$ cat config.mk
export PLATFORM = sky130hd
export DESIGN_NAME = double_rate_sample_multiplexer
export DESIGN_NICKNAME = d
export VERILOG_FILES = /design/src/inc/smux_pkg.sv /design/src/rtl/double_rate_sample_multiplexer.sv /design/src/rtl/skid_buffer.sv
export SDC_FILE = /design/constraint.sdc
export NUM_CORES = 1
export LEC_CHECK = 0
export BUFFER_PORTS_ARGS = -buffer_cell sky130_fd_sc_hd__buf_2
export CORE_ASPECT_RATIO = 0.8
export CORE_MARGIN = 2
export CORE_UTILIZATION = 40
export DETAILED_ROUTE_END_ITERATION = 12
export PLACE_DENSITY = 0.66
export SYNTH_ARGS = -nofsm -noshare
export SYNTH_HDL_FRONTEND = slang
export SYNTH_SLANG_ARGS = --single-unit
$ cat constraint.sdc
create_clock -name clk_in -period 2.93 [get_ports clk_in]
set_input_delay 0.4395 -clock clk_in [delete_from_list [all_inputs] [get_ports clk_in]]
set_output_delay 0.4395 -clock clk_in [all_outputs]
set_load 0.01 [all_outputs]
$ cat src/inc/smux_pkg.sv
// Shared constants for the double-rate sample multiplexer.
package smux_pkg;
  localparam int unsigned SAMPLE_W      = 24;
  localparam int unsigned LINK_CH       = 8;
  localparam int unsigned DR_CH         = 4;
  localparam int unsigned LINK_IDX_W    = 3;
  localparam int unsigned DR_IDX_W      = 2;
  localparam int unsigned BASE_441_HZ   = 44100;
  localparam int unsigned BASE_48_HZ    = 48000;
  localparam int unsigned MAX_LINK_HZ   = 48000;
  localparam int unsigned RATE_MULT_DR  = 2;
  localparam int unsigned BUF_DEPTH     = 2;
  localparam logic [SAMPLE_W-1:0] SAMPLE_RST = 24'h000000;
  typedef enum logic [1:0] {
    RX_IDLE,
    RX_HAVE_A
  } rx_state_t;
endpackage

$ cat src/rtl/double_rate_sample_multiplexer.sv
// Double-rate sample interleaver and reassembler for an eight-channel link.
`timescale 1ns/1ps
// Operation
// - Double-rate mode doubles the internal sample clock.
// - Sample words stay 24 bits in double-rate.
// - Double-rate forces interleaving automatically.
// - Channel n uses link 2n-1 (a), 2n (b).
// - Link frames stay at base rate.
// - Base rate carries eight independent channels.
// - Double-rate carries four channels via interleaving.
module double_rate_sample_multiplexer (
  input  wire logic                          clk_in,          // 25 MHz system clock.
  input  wire logic                          rst_in,          // Asynchronous reset, active high.
  input  wire logic                          double_rate_mode_in, // Double-rate enable.
  input  wire logic                          base_48k_in,     // Base rate 48 kHz, else 44.1 kHz.
  output logic                               rate_mult_out,   // Internal clock is doubled.
  output logic                               interleave_out,  // Link uses interleaving.
  output logic [31:0]                        internal_hz_out, // Internal sample rate.
  output logic [31:0]                        link_hz_out,     // Link frame rate.
  input  wire logic [smux_pkg::SAMPLE_W-1:0] tx_data_in,      // Internal sample to send.
  input  wire logic [smux_pkg::LINK_IDX_W-1:0] tx_chan_in,    // Internal channel index.
  input  wire logic                          tx_valid_in,     // Sample offered.
  output logic                               tx_ready_out,    // Sample accepted.
  output logic [smux_pkg::SAMPLE_W-1:0]      link_tx_data_out,// Link slot word.
  output logic [smux_pkg::LINK_IDX_W-1:0]    link_tx_slot_out,// Link slot, 0 is channel 1.
  output logic                               link_tx_valid_out,// Slot word valid.
  input  wire logic                          link_tx_ready_in,// Link accepts slot.
  input  wire logic [smux_pkg::SAMPLE_W-1:0] link_rx_data_in, // Received slot word.
  input  wire logic [smux_pkg::LINK_IDX_W-1:0] link_rx_slot_in,// Received slot index.
  input  wire logic                          link_rx_valid_in,// Received word strobe.
  output logic [smux_pkg::SAMPLE_W-1:0]      rx_data_out,     // Reassembled sample.
  output logic [smux_pkg::LINK_IDX_W-1:0]    rx_chan_out,     // Internal channel index.
  output logic                               rx_valid_out     // Sample strobe.
);
  localparam int unsigned BW = smux_pkg::SAMPLE_W + smux_pkg::LINK_IDX_W;

  // Channel n (zero based) of a pair maps to slot 2n, plus one for the b sample.
  function automatic logic [smux_pkg::LINK_IDX_W-1:0] pair_slot(
    input logic [smux_pkg::DR_IDX_W-1:0] ch, input logic second);
    pair_slot = {ch, second};
  endfunction

  // Mode follows the enable directly; interleave cannot be chosen separately.
  assign rate_mult_out   = double_rate_mode_in;
  assign interleave_out  = double_rate_mode_in;
  wire [31:0] base_hz    = base_48k_in ? smux_pkg::BASE_48_HZ : smux_pkg::BASE_441_HZ;
  assign internal_hz_out = double_rate_mode_in ? base_hz * smux_pkg::RATE_MULT_DR : base_hz;
  assign link_hz_out     = base_hz;

  // Transmit: a/b phase per double-rate channel alternates each accepted sample.
  logic [smux_pkg::DR_CH-1:0] tx_phase_r;
  wire [smux_pkg::DR_IDX_W-1:0] tx_dch = tx_chan_in[smux_pkg::DR_IDX_W-1:0];
  wire tx_ch_ok  = !double_rate_mode_in || !tx_chan_in[smux_pkg::LINK_IDX_W-1];
  wire [smux_pkg::LINK_IDX_W-1:0] tx_slot =
    double_rate_mode_in ? pair_slot(tx_dch, tx_phase_r[tx_dch]) : tx_chan_in;
  wire buf_ready;
  wire tx_take = tx_valid_in && buf_ready && tx_ch_ok;
  // Out-of-range channels in double-rate are dropped so the stream never stalls.
  assign tx_ready_out = buf_ready || !tx_ch_ok;

  always_ff @(posedge clk_in or posedge rst_in) begin
    if (rst_in) begin
      tx_phase_r <= '0;
    end else if (!double_rate_mode_in) begin
      tx_phase_r <= '0;
    end else if (tx_take) begin
      tx_phase_r[tx_dch] <= ~tx_phase_r[tx_dch];
    end
  end

  skid_buffer #(.WIDTH(BW)) u_buf (
    .clk_in      (clk_in),
    .rst_in      (rst_in),
    .s_data_in   ({tx_slot, tx_data_in}),
    .s_valid_in  (tx_valid_in && tx_ch_ok),
    .s_ready_out (buf_ready),
    .m_data_out  ({link_tx_slot_out, link_tx_data_out}),
    .m_valid_out (link_tx_valid_out),
    .m_ready_in  (link_tx_ready_in)
  );

  // Receive: emit the even-slot a sample at once, then hold and emit the odd-slot b sample.
  smux_pkg::rx_state_t rx_state_r;
  smux_pkg::rx_state_t rx_state_nxt;
  logic [smux_pkg::SAMPLE_W-1:0] rx_b_r;
  logic                          rx_b_pend_r;
  logic [smux_pkg::SAMPLE_W-1:0] rx_data_r;
  logic [smux_pkg::LINK_IDX_W-1:0] rx_chan_r;
  logic                          rx_valid_r;
  wire rx_is_b   = link_rx_slot_in[0];
  wire [smux_pkg::LINK_IDX_W-1:0] rx_dch =
    {1'b0, link_rx_slot_in[smux_pkg::LINK_IDX_W-1:1]};

  always_comb begin
    rx_state_nxt = rx_state_r;
    unique case (rx_state_r)
      smux_pkg::RX_IDLE: begin
        // An a word that lands while the previous b is still being emitted is refused.
        if (double_rate_mode_in && link_rx_valid_in && !rx_is_b && !rx_b_pend_r) begin
          rx_state_nxt = smux_pkg::RX_HAVE_A;
        end
      end
      smux_pkg::RX_HAVE_A: begin
        if (!double_rate_mode_in) rx_state_nxt = smux_pkg::RX_IDLE;
        else if (link_rx_valid_in && rx_is_b) rx_state_nxt = smux_pkg::RX_IDLE;
      end
    endcase
  end

  always_ff @(posedge clk_in or posedge rst_in) begin
    if (rst_in) begin
      rx_state_r  <= smux_pkg::RX_IDLE;
      rx_data_r   <= smux_pkg::SAMPLE_RST;
      rx_chan_r   <= '0;
      rx_valid_r  <= 1'b0;
      rx_b_r      <= smux_pkg::SAMPLE_RST;
      rx_b_pend_r <= 1'b0;
    end else begin
      rx_state_r  <= rx_state_nxt;
      rx_valid_r  <= 1'b0;
      rx_b_pend_r <= 1'b0;
      if (!double_rate_mode_in) begin
        if (link_rx_valid_in) begin
          rx_data_r  <= link_rx_data_in;
          rx_chan_r  <= link_rx_slot_in;
          rx_valid_r <= 1'b1;
        end
      end else if (rx_b_pend_r) begin
        rx_data_r  <= rx_b_r;
        rx_valid_r <= 1'b1;
      end else if (link_rx_valid_in && (rx_state_r == smux_pkg::RX_IDLE) && !rx_is_b) begin
        rx_data_r  <= link_rx_data_in;
        rx_chan_r  <= rx_dch;
        rx_valid_r <= 1'b1;
      end
      if (double_rate_mode_in && link_rx_valid_in && rx_is_b &&
          rx_state_r == smux_pkg::RX_HAVE_A) begin
        rx_b_r      <= link_rx_data_in;
        rx_b_pend_r <= 1'b1;
      end
    end
  end

  assign rx_data_out  = rx_data_r;
  assign rx_chan_out  = rx_chan_r;
  assign rx_valid_out = rx_valid_r;
endmodule

$ cat src/rtl/skid_buffer.sv
// Two-entry buffer with valid and ready on both sides.
`timescale 1ns/1ps
module skid_buffer #(
  parameter int unsigned WIDTH = 27
) (
  input  wire logic             clk_in,    // System clock.
  input  wire logic             rst_in,    // Asynchronous reset, active high.
  input  wire logic [WIDTH-1:0] s_data_in, // Word from the source.
  input  wire logic             s_valid_in,// Source holds a word.
  output logic                  s_ready_out,// Buffer can accept.
  output logic [WIDTH-1:0]      m_data_out,// Word toward the sink.
  output logic                  m_valid_out,// Buffer holds a word.
  input  wire logic             m_ready_in // Sink accepts.
);
  logic [WIDTH-1:0] mem_r [smux_pkg::BUF_DEPTH];
  logic             wp_r;
  logic             rp_r;
  logic [1:0]       cnt_r;
  wire              push = s_valid_in && s_ready_out;
  wire              pop  = m_valid_out && m_ready_in;
  assign s_ready_out = (cnt_r != 2'h2);
  assign m_valid_out = (cnt_r != 2'h0);
  assign m_data_out  = mem_r[rp_r];
  always_ff @(posedge clk_in or posedge rst_in) begin
    if (rst_in) begin
      wp_r  <= 1'b0;
      rp_r  <= 1'b0;
      cnt_r <= 2'h0;
    end else begin
      if (push) wp_r <= ~wp_r;
      if (pop) rp_r <= ~rp_r;
      cnt_r <= cnt_r + {1'b0, push} - {1'b0, pop};
    end
  end
  always_ff @(posedge clk_in) begin
    if (push) mem_r[wp_r] <= s_data_in;
  end
endmodule

After elaboration in Yosys (flattened, before gate mapping)
Memories as Yosys holds them, arrays and structs flattened.
Index checks and enable logic that the tools add are counted.
Widths: inputs -> output; s select.
{"block": "totals", "inputBits": 61, "output_inout_bits": 123, "wordCells": 82, "mem_count": 1, "regBits": 63, "ramBits": 54}
{"name": "u_buf.mem_r", "words": 2, "width": 27, "rd": 1, "rd_ports_with_merged_regs": 0, "wr": 1, "line_no": "skid_buffer.sv:15", "source": "logic [WIDTH-1:0] mem_r [smux_pkg::BUF_DEPTH];"}
{"block": "classes", "addsub": 2, "n_eq_ne": 8, "bitwise": 3, "mux": 29, "reduce_logical": 27, "n_lt_le_gt_ge": 2}
{"operator": "$mux 24", "count": 4}
{"operator": "$mux 17", "count": 1}
{"operator": "$mux 3", "count": 5}
{"operator": "$logic_and 1x1->1", "count": 14}
{"operator": "$mux 13", "count": 1}
{"operator": "$mux 1", "count": 9}
{"operator": "$mux 4", "count": 2}
{"operator": "$mux 2", "count": 3}
{"operator": "$ne 2x2->1 const B", "count": 3}
{"operator": "$logic_not 1->1", "count": 5}
{"operator": "$bwmux 4", "count": 1}
{"operator": "$ne 2x1->1 const B", "count": 2}
{"operator": "$pmux 2 s2", "count": 1}
{"operator": "$reduce_and 2->1", "count": 2}
{"operator": "$reduce_bool 2->1", "count": 2}
{"operator": "$lt 2x3->1 const B", "count": 1}
{"operator": "$ne 3x1->1 const B", "count": 1}
{"operator": "$ne 3x3->1 const B", "count": 1}
{"operator": "$not 1->1", "count": 3}
{"operator": "$reduce_and 3->1", "count": 1}
{"operator": "$add 2x1->2", "count": 1}
{"operator": "$bmux 1 s2", "count": 1}
{"operator": "$demux 1 s2", "count": 1}
{"operator": "$eq 2x1->1 const B", "count": 1}
{"operator": "4 further kinds", "count": 5}

Depth between registers and ports, before layout
{"block": "depth", "ltp_word": 7, "depth_mapped": 5, "ltp_nobuf": 5}

Modules after synthesis
A second synthesis with hierarchy kept.
{"block": "unflattened", "cells_unflattened": 356, "hier_area_um2": 5445.2}
{"mod": "double_rate_sample_multiplexer", "cells_per_inst": 254, "seq_area_each_um2": 1451.4, "area_each_um2": 3283.1, "n_inst": 1}
{"mod": "skid_buffer", "cells_per_inst": 102, "seq_area_each_um2": 1721.7, "area_each_um2": 2162.1, "n_inst": 1}

Worst setup path before layout
OpenSTA, ideal clock, no wires.
{"block": "synth_path", "path_type": "input-to-reg", "from": "input port double_rate_mode_in", "to": "memory u_buf.mem_r[0][0] (enable)", "required_time_ns": 2.519, "path_buffers": 1, "stages": 4, "setup_slack_ns": 0.529, "arrival_ns": 1.990, "setup_ns": 0.411, "cell_sequence": "buf_6 nand2_1 nand3_1 nor2_1"}
{"block": "synth_via", "elab_chain_cells": 6}
{"element": "from (decl)", "line_no": "double_rate_sample_multiplexer.sv:14", "source": "input wire logic double_rate_mode_in,"}
{"element": "$logic_not 1->1"}
{"element": "$logic_or 1x1->1", "line_no": "double_rate_sample_multiplexer.sv:53", "source": "wire tx_ch_ok = !double_rate_mode_in || !tx_chan_in[smux_pkg::LINK_IDX_W-1];"}
{"element": "$logic_and 1x1->1", "line_no": "double_rate_sample_multiplexer.sv:75", "source": ".s_valid_in (tx_valid_in && tx_ch_ok),"}
{"element": "$logic_and 1x1->1", "line_no": "skid_buffer.sv:19", "source": "wire push = s_valid_in && s_ready_out;"}
{"element": "$mux 1", "line_no": "skid_buffer.sv:36", "source": "if (push) mem_r[wp_r] <= s_data_in;"}
{"element": "$mux 1 (not written as such)", "line_no": "skid_buffer.sv:36"}
{"element": "to (decl)", "line_no": "skid_buffer.sv:15"}
No other way between the ends.

Worst setup path in the final report
{"block": "layout_path", "from": "register u_buf.rp_r", "to": "output port link_tx_data_out[7] (netlist bit)"}
{"block": "layout_via", "elab_chain_cells": 1}
{"element": "from (decl)", "line_no": "skid_buffer.sv:17", "source": "logic rp_r;"}
{"element": "from (signal assigned)", "line_no": "skid_buffer.sv:31", "source": "if (pop) rp_r <= ~rp_r;"}
{"element": "$mem_v2 2x27"}
{"element": "to (decl)", "line_no": "double_rate_sample_multiplexer.sv:24", "source": "output logic [smux_pkg::SAMPLE_W-1:0] link_tx_data_out,"}
No other way between the ends.

==> results.py <==
metrics = {
    "outcome": {
        "status": "complete, no violations",
    },
    "placement": {
        "dp.cells": 657,
        "place_congestion": 0.693,
        "io_buffers": 139,
        "place.detailed.hpwl_um": 6870,
    },
    "detailed_routing": {
        "vias": 3089,
        "wl_um": 10100,
        "routedWlPerCell_um": 14.6,
        "vias_per_cell": 4.48,
        "dr.first_iter.drc_count": 85,
        "antenna_left": 0,
        "drc": 0,
        "drtPass1Iterations": 4,
    },
    "floorplan": {
        "die_w_um": 134,
        "die-area_um2": 14500,
        "start_util_pct": 40.4,
        "die_h_um": 108,
        "core_um2": 13400,
        "io_pins": 184,
        "rows": 38,
    },
    "synthesis": {
        "synthTopCellsByArea": "edfxtp_1, dfrtp_1, mux2_2",
        "netlist.area_leader.share_pct": 29.9,
        "ys.flop_type": "dfrtp_1",
        "synthCells": 358,
        "yosysMostFrequentCell": "mux2_2",
        "synth.largest_area_cell": "edfxtp_1",
        "synth_edf_count": 54,
        "yosys.cell_types.count": 35,
        "async_reset_ff_share_pct": 53.4,
        "synth.ff_latch_count": 116,
        "synth_seq_area_share_pct": 58.6,
        "avgSynthCellArea_um2": 15.1,
        "yosys_warnings": 0,
        "netlist_top_cells_count": "mux2_2, dfrtp_1, buf_4",
        "syn_area_um2": 5420,
    },
    "pwr": {
        "seqPwrFrac_pct": 38.9,
        "switchingPower_mw": 1.46,
        "swShare_pct": 26.1,
        "pwr_density_cell_nw_per_um2": 839,
        "p_leak_nw": 3.07,
        "internal_power_mw": 4.14,
        "fin_total_pwr_mw": 5.60,
        "p_clk_share_pct": 39.6,
        "p_comb_share_pct": 21.5,
        "ir_worst_vdd_mv": 0.392,
    },
    "sta": {
        "slew_violations": 0,
        "max_freq_mhz": 479,
        "tns_ns": 0,
        "post-route-period-util_pct": 71.3,
        "worst_pin_slew_ns": 0.542,
        "period_minus_slack_ns": 2.09,
        "fin_skew_ns": 0.00463,
        "hold_violations": 0,
        "setup_violations": 0,
        "rsz0062_at_grt": "false",
        "slew_headroom_pct": 63.5,
    },
    "cells_and_area": {
        "syn_to_final_growth_pct": 23.3,
        "layout-drive-gt1-share_pct": 56.6,
        "stdcell_count": 690,
        "n_fill_cell": 1152,
        "nets": 563,
    },
    "clock_network": {
        "h-tree-depth": 4,
        "clock_tree.root_cell": "clkbuf_16",
        "ctsResizeCount": 0,
        "clock_latency_ns": 0.40,
        "hold_buffers": 0,
        "cts_tree": "done",
        "path_clk_slew_ns": 0.05,
        "clock-sinks": 116,
        "cts.path.max_buffers": 2,
        "cts_made_buffers": 17,
        "cts_setup_buffers": 0,
    },
    "grt": {
        "use_met1_pct": 17.2,
        "antenna_found_initial": 1,
        "gr-usage-met2_pct": 22.3,
        "busiest_layer": "met2",
        "grt_pass1_wl_um": 15600,
        "use_met3_pct": 6.47,
        "grt_pass1_vias": 3130,
        "grt_max_degree": 28,
        "grtUsageTotal_pct": 14.0,
        "gr-total-overflow": 0,
    },
    "run": {
        "maxCapViolations": 0,
    },
    "hold_path": {
        "hold_path_class": "input port to async pin",
    },
    "worst_setup_path": {
        "required_ns": 2.49,
        "end_kind": "output port",
        "setup.worst_path.class": "register to output port",
        "arrival_ns": 1.65,
        "cp-start-kind": "register",
        "cp_max_fo": 27,
    },
}
==> power by group through the flow <==
stage	combinational (mW)	clock [mW]	sequential (mW)
finish	1.21	2.22	2.18
global route	1.33	2.34	2.21
detailed placement	1.22	0	2.20
global placement	1.20	0	2.19
CTS	1.23	2.27	2.18
floorplan	0.841	0	2.20
==> per-stage QoR <==
step / hold slack, ns / setup slack (ns) / cell area, um2 / util, %
final: 0.00379 / 0.842 / 6680 / 49.8
after global routing: 0.0222 / 0.737 / 6670 / 49.8
after CTS: 0.00133 / 0.794 / 6670 / 49.8
after detailed placement: 0.439 / 0.771 / 6030 / 45.0
after global placement: 0.427 / 0.841 / 6030 / 45.0
after floorplan: 0.468 / 0.529 / 5570 / -
==> layout by cell type (no fill, tap or decap), types with 2 or more instances in the layout <==
master and instances:
xor2_1 3, clkinvlp_4 3, buf_2 139, clkinv_4 2, nor4b_1 2, conb_1 44, xnor2_1 2, mux2i_1 6
mux2_2 80, clkinv_2 4, nand2_1 6, nor2_2 2, clkbuf_16 17, mux2_4 22, inv_1 11, dfrtp_1 62
buf_4 8, nand2b_1 5, bufinv_16 5, a31oi_1 3, ha_1 6, o31ai_1 2, edfxtp_1 54, a21oi_1 5
==> area by class of cell <==
cell class | instances | area, um2 | share of cell area, %
inverters | 12 | 45.0 | 0.675
clock buffers | 18 | 429 | 6.43
repair buffers | 147 | 756 | 11.3
flip-flops and latches | 116 | 3170 | 47.5
well taps | 180 | 225 | 3.37
clock inverters | 14 | 210 | 3.15
multi-input cells | 202 | 1840 | 27.5
diodes | 1 | 2.50 | 0.0375
==> state kept, by name, indices dropped and copies added (netlist names) <==
name	cells
rx_state_r	1
u_buf.wp_r	1
rx_b_pend_r	1
u_buf.mem_r	54
rx_chan_out	3
u_buf.cnt_r	2
rx_b_r	24
rx_valid_out	1
tx_phase_r	4
u_buf.rp_r	1
rx_data_out	24
==> logic make-up (layout without fill, tap and decap cells) <==
kind of cell             Yosys count  in the layout  synth area share, %
other                              2             45                0.139
buffers and inverters             82            191                 10.5
XOR/XNOR                           5              5                0.809
AND/OR/NAND/NOR                   24             24                 2.75
multiplexers                     108            108                 23.8
flip-flops                       116            116                 58.6
AO/OA/AOI/OAI                     15             15                 1.96
adder cells (fa/ha/maj)            6              6                 1.39
==> worst max-delay path, cell delays in order, from the launching register on <==
cell,delay [ns]
dfrtp_1,0.36
buf_4,0.35
mux2_2,0.39
buf_2,0.14
==> layer usage <==
layer | vias up | wire length (um)
met5 | - | 0
met4 | 0 | 66
met3 | 8 | 827
met2 | 97 | 4830
met1 | 1537 | 4380
li1 | 1447 | -
==> worst paths after layout <==
path	slack, ns	from	to	cells after the start
max	0.84	u_buf.rp_r	link_tx_data_out[7]	3
max reg2reg	1.17	rx_b_pend_r	rx_data_out[2]	4
max in group asynchronous	2.25	rst_in	rx_b_r[15]	3
min reg2reg	0.46	u_buf.rp_r	u_buf.rp_r	1
min in group clk_in	0.22	tx_data_in[13]	u_buf.mem_r[0][13]	1
min	0.004	rst_in	rx_b_r[22]	2
Power figures use the tool's default switching activity.
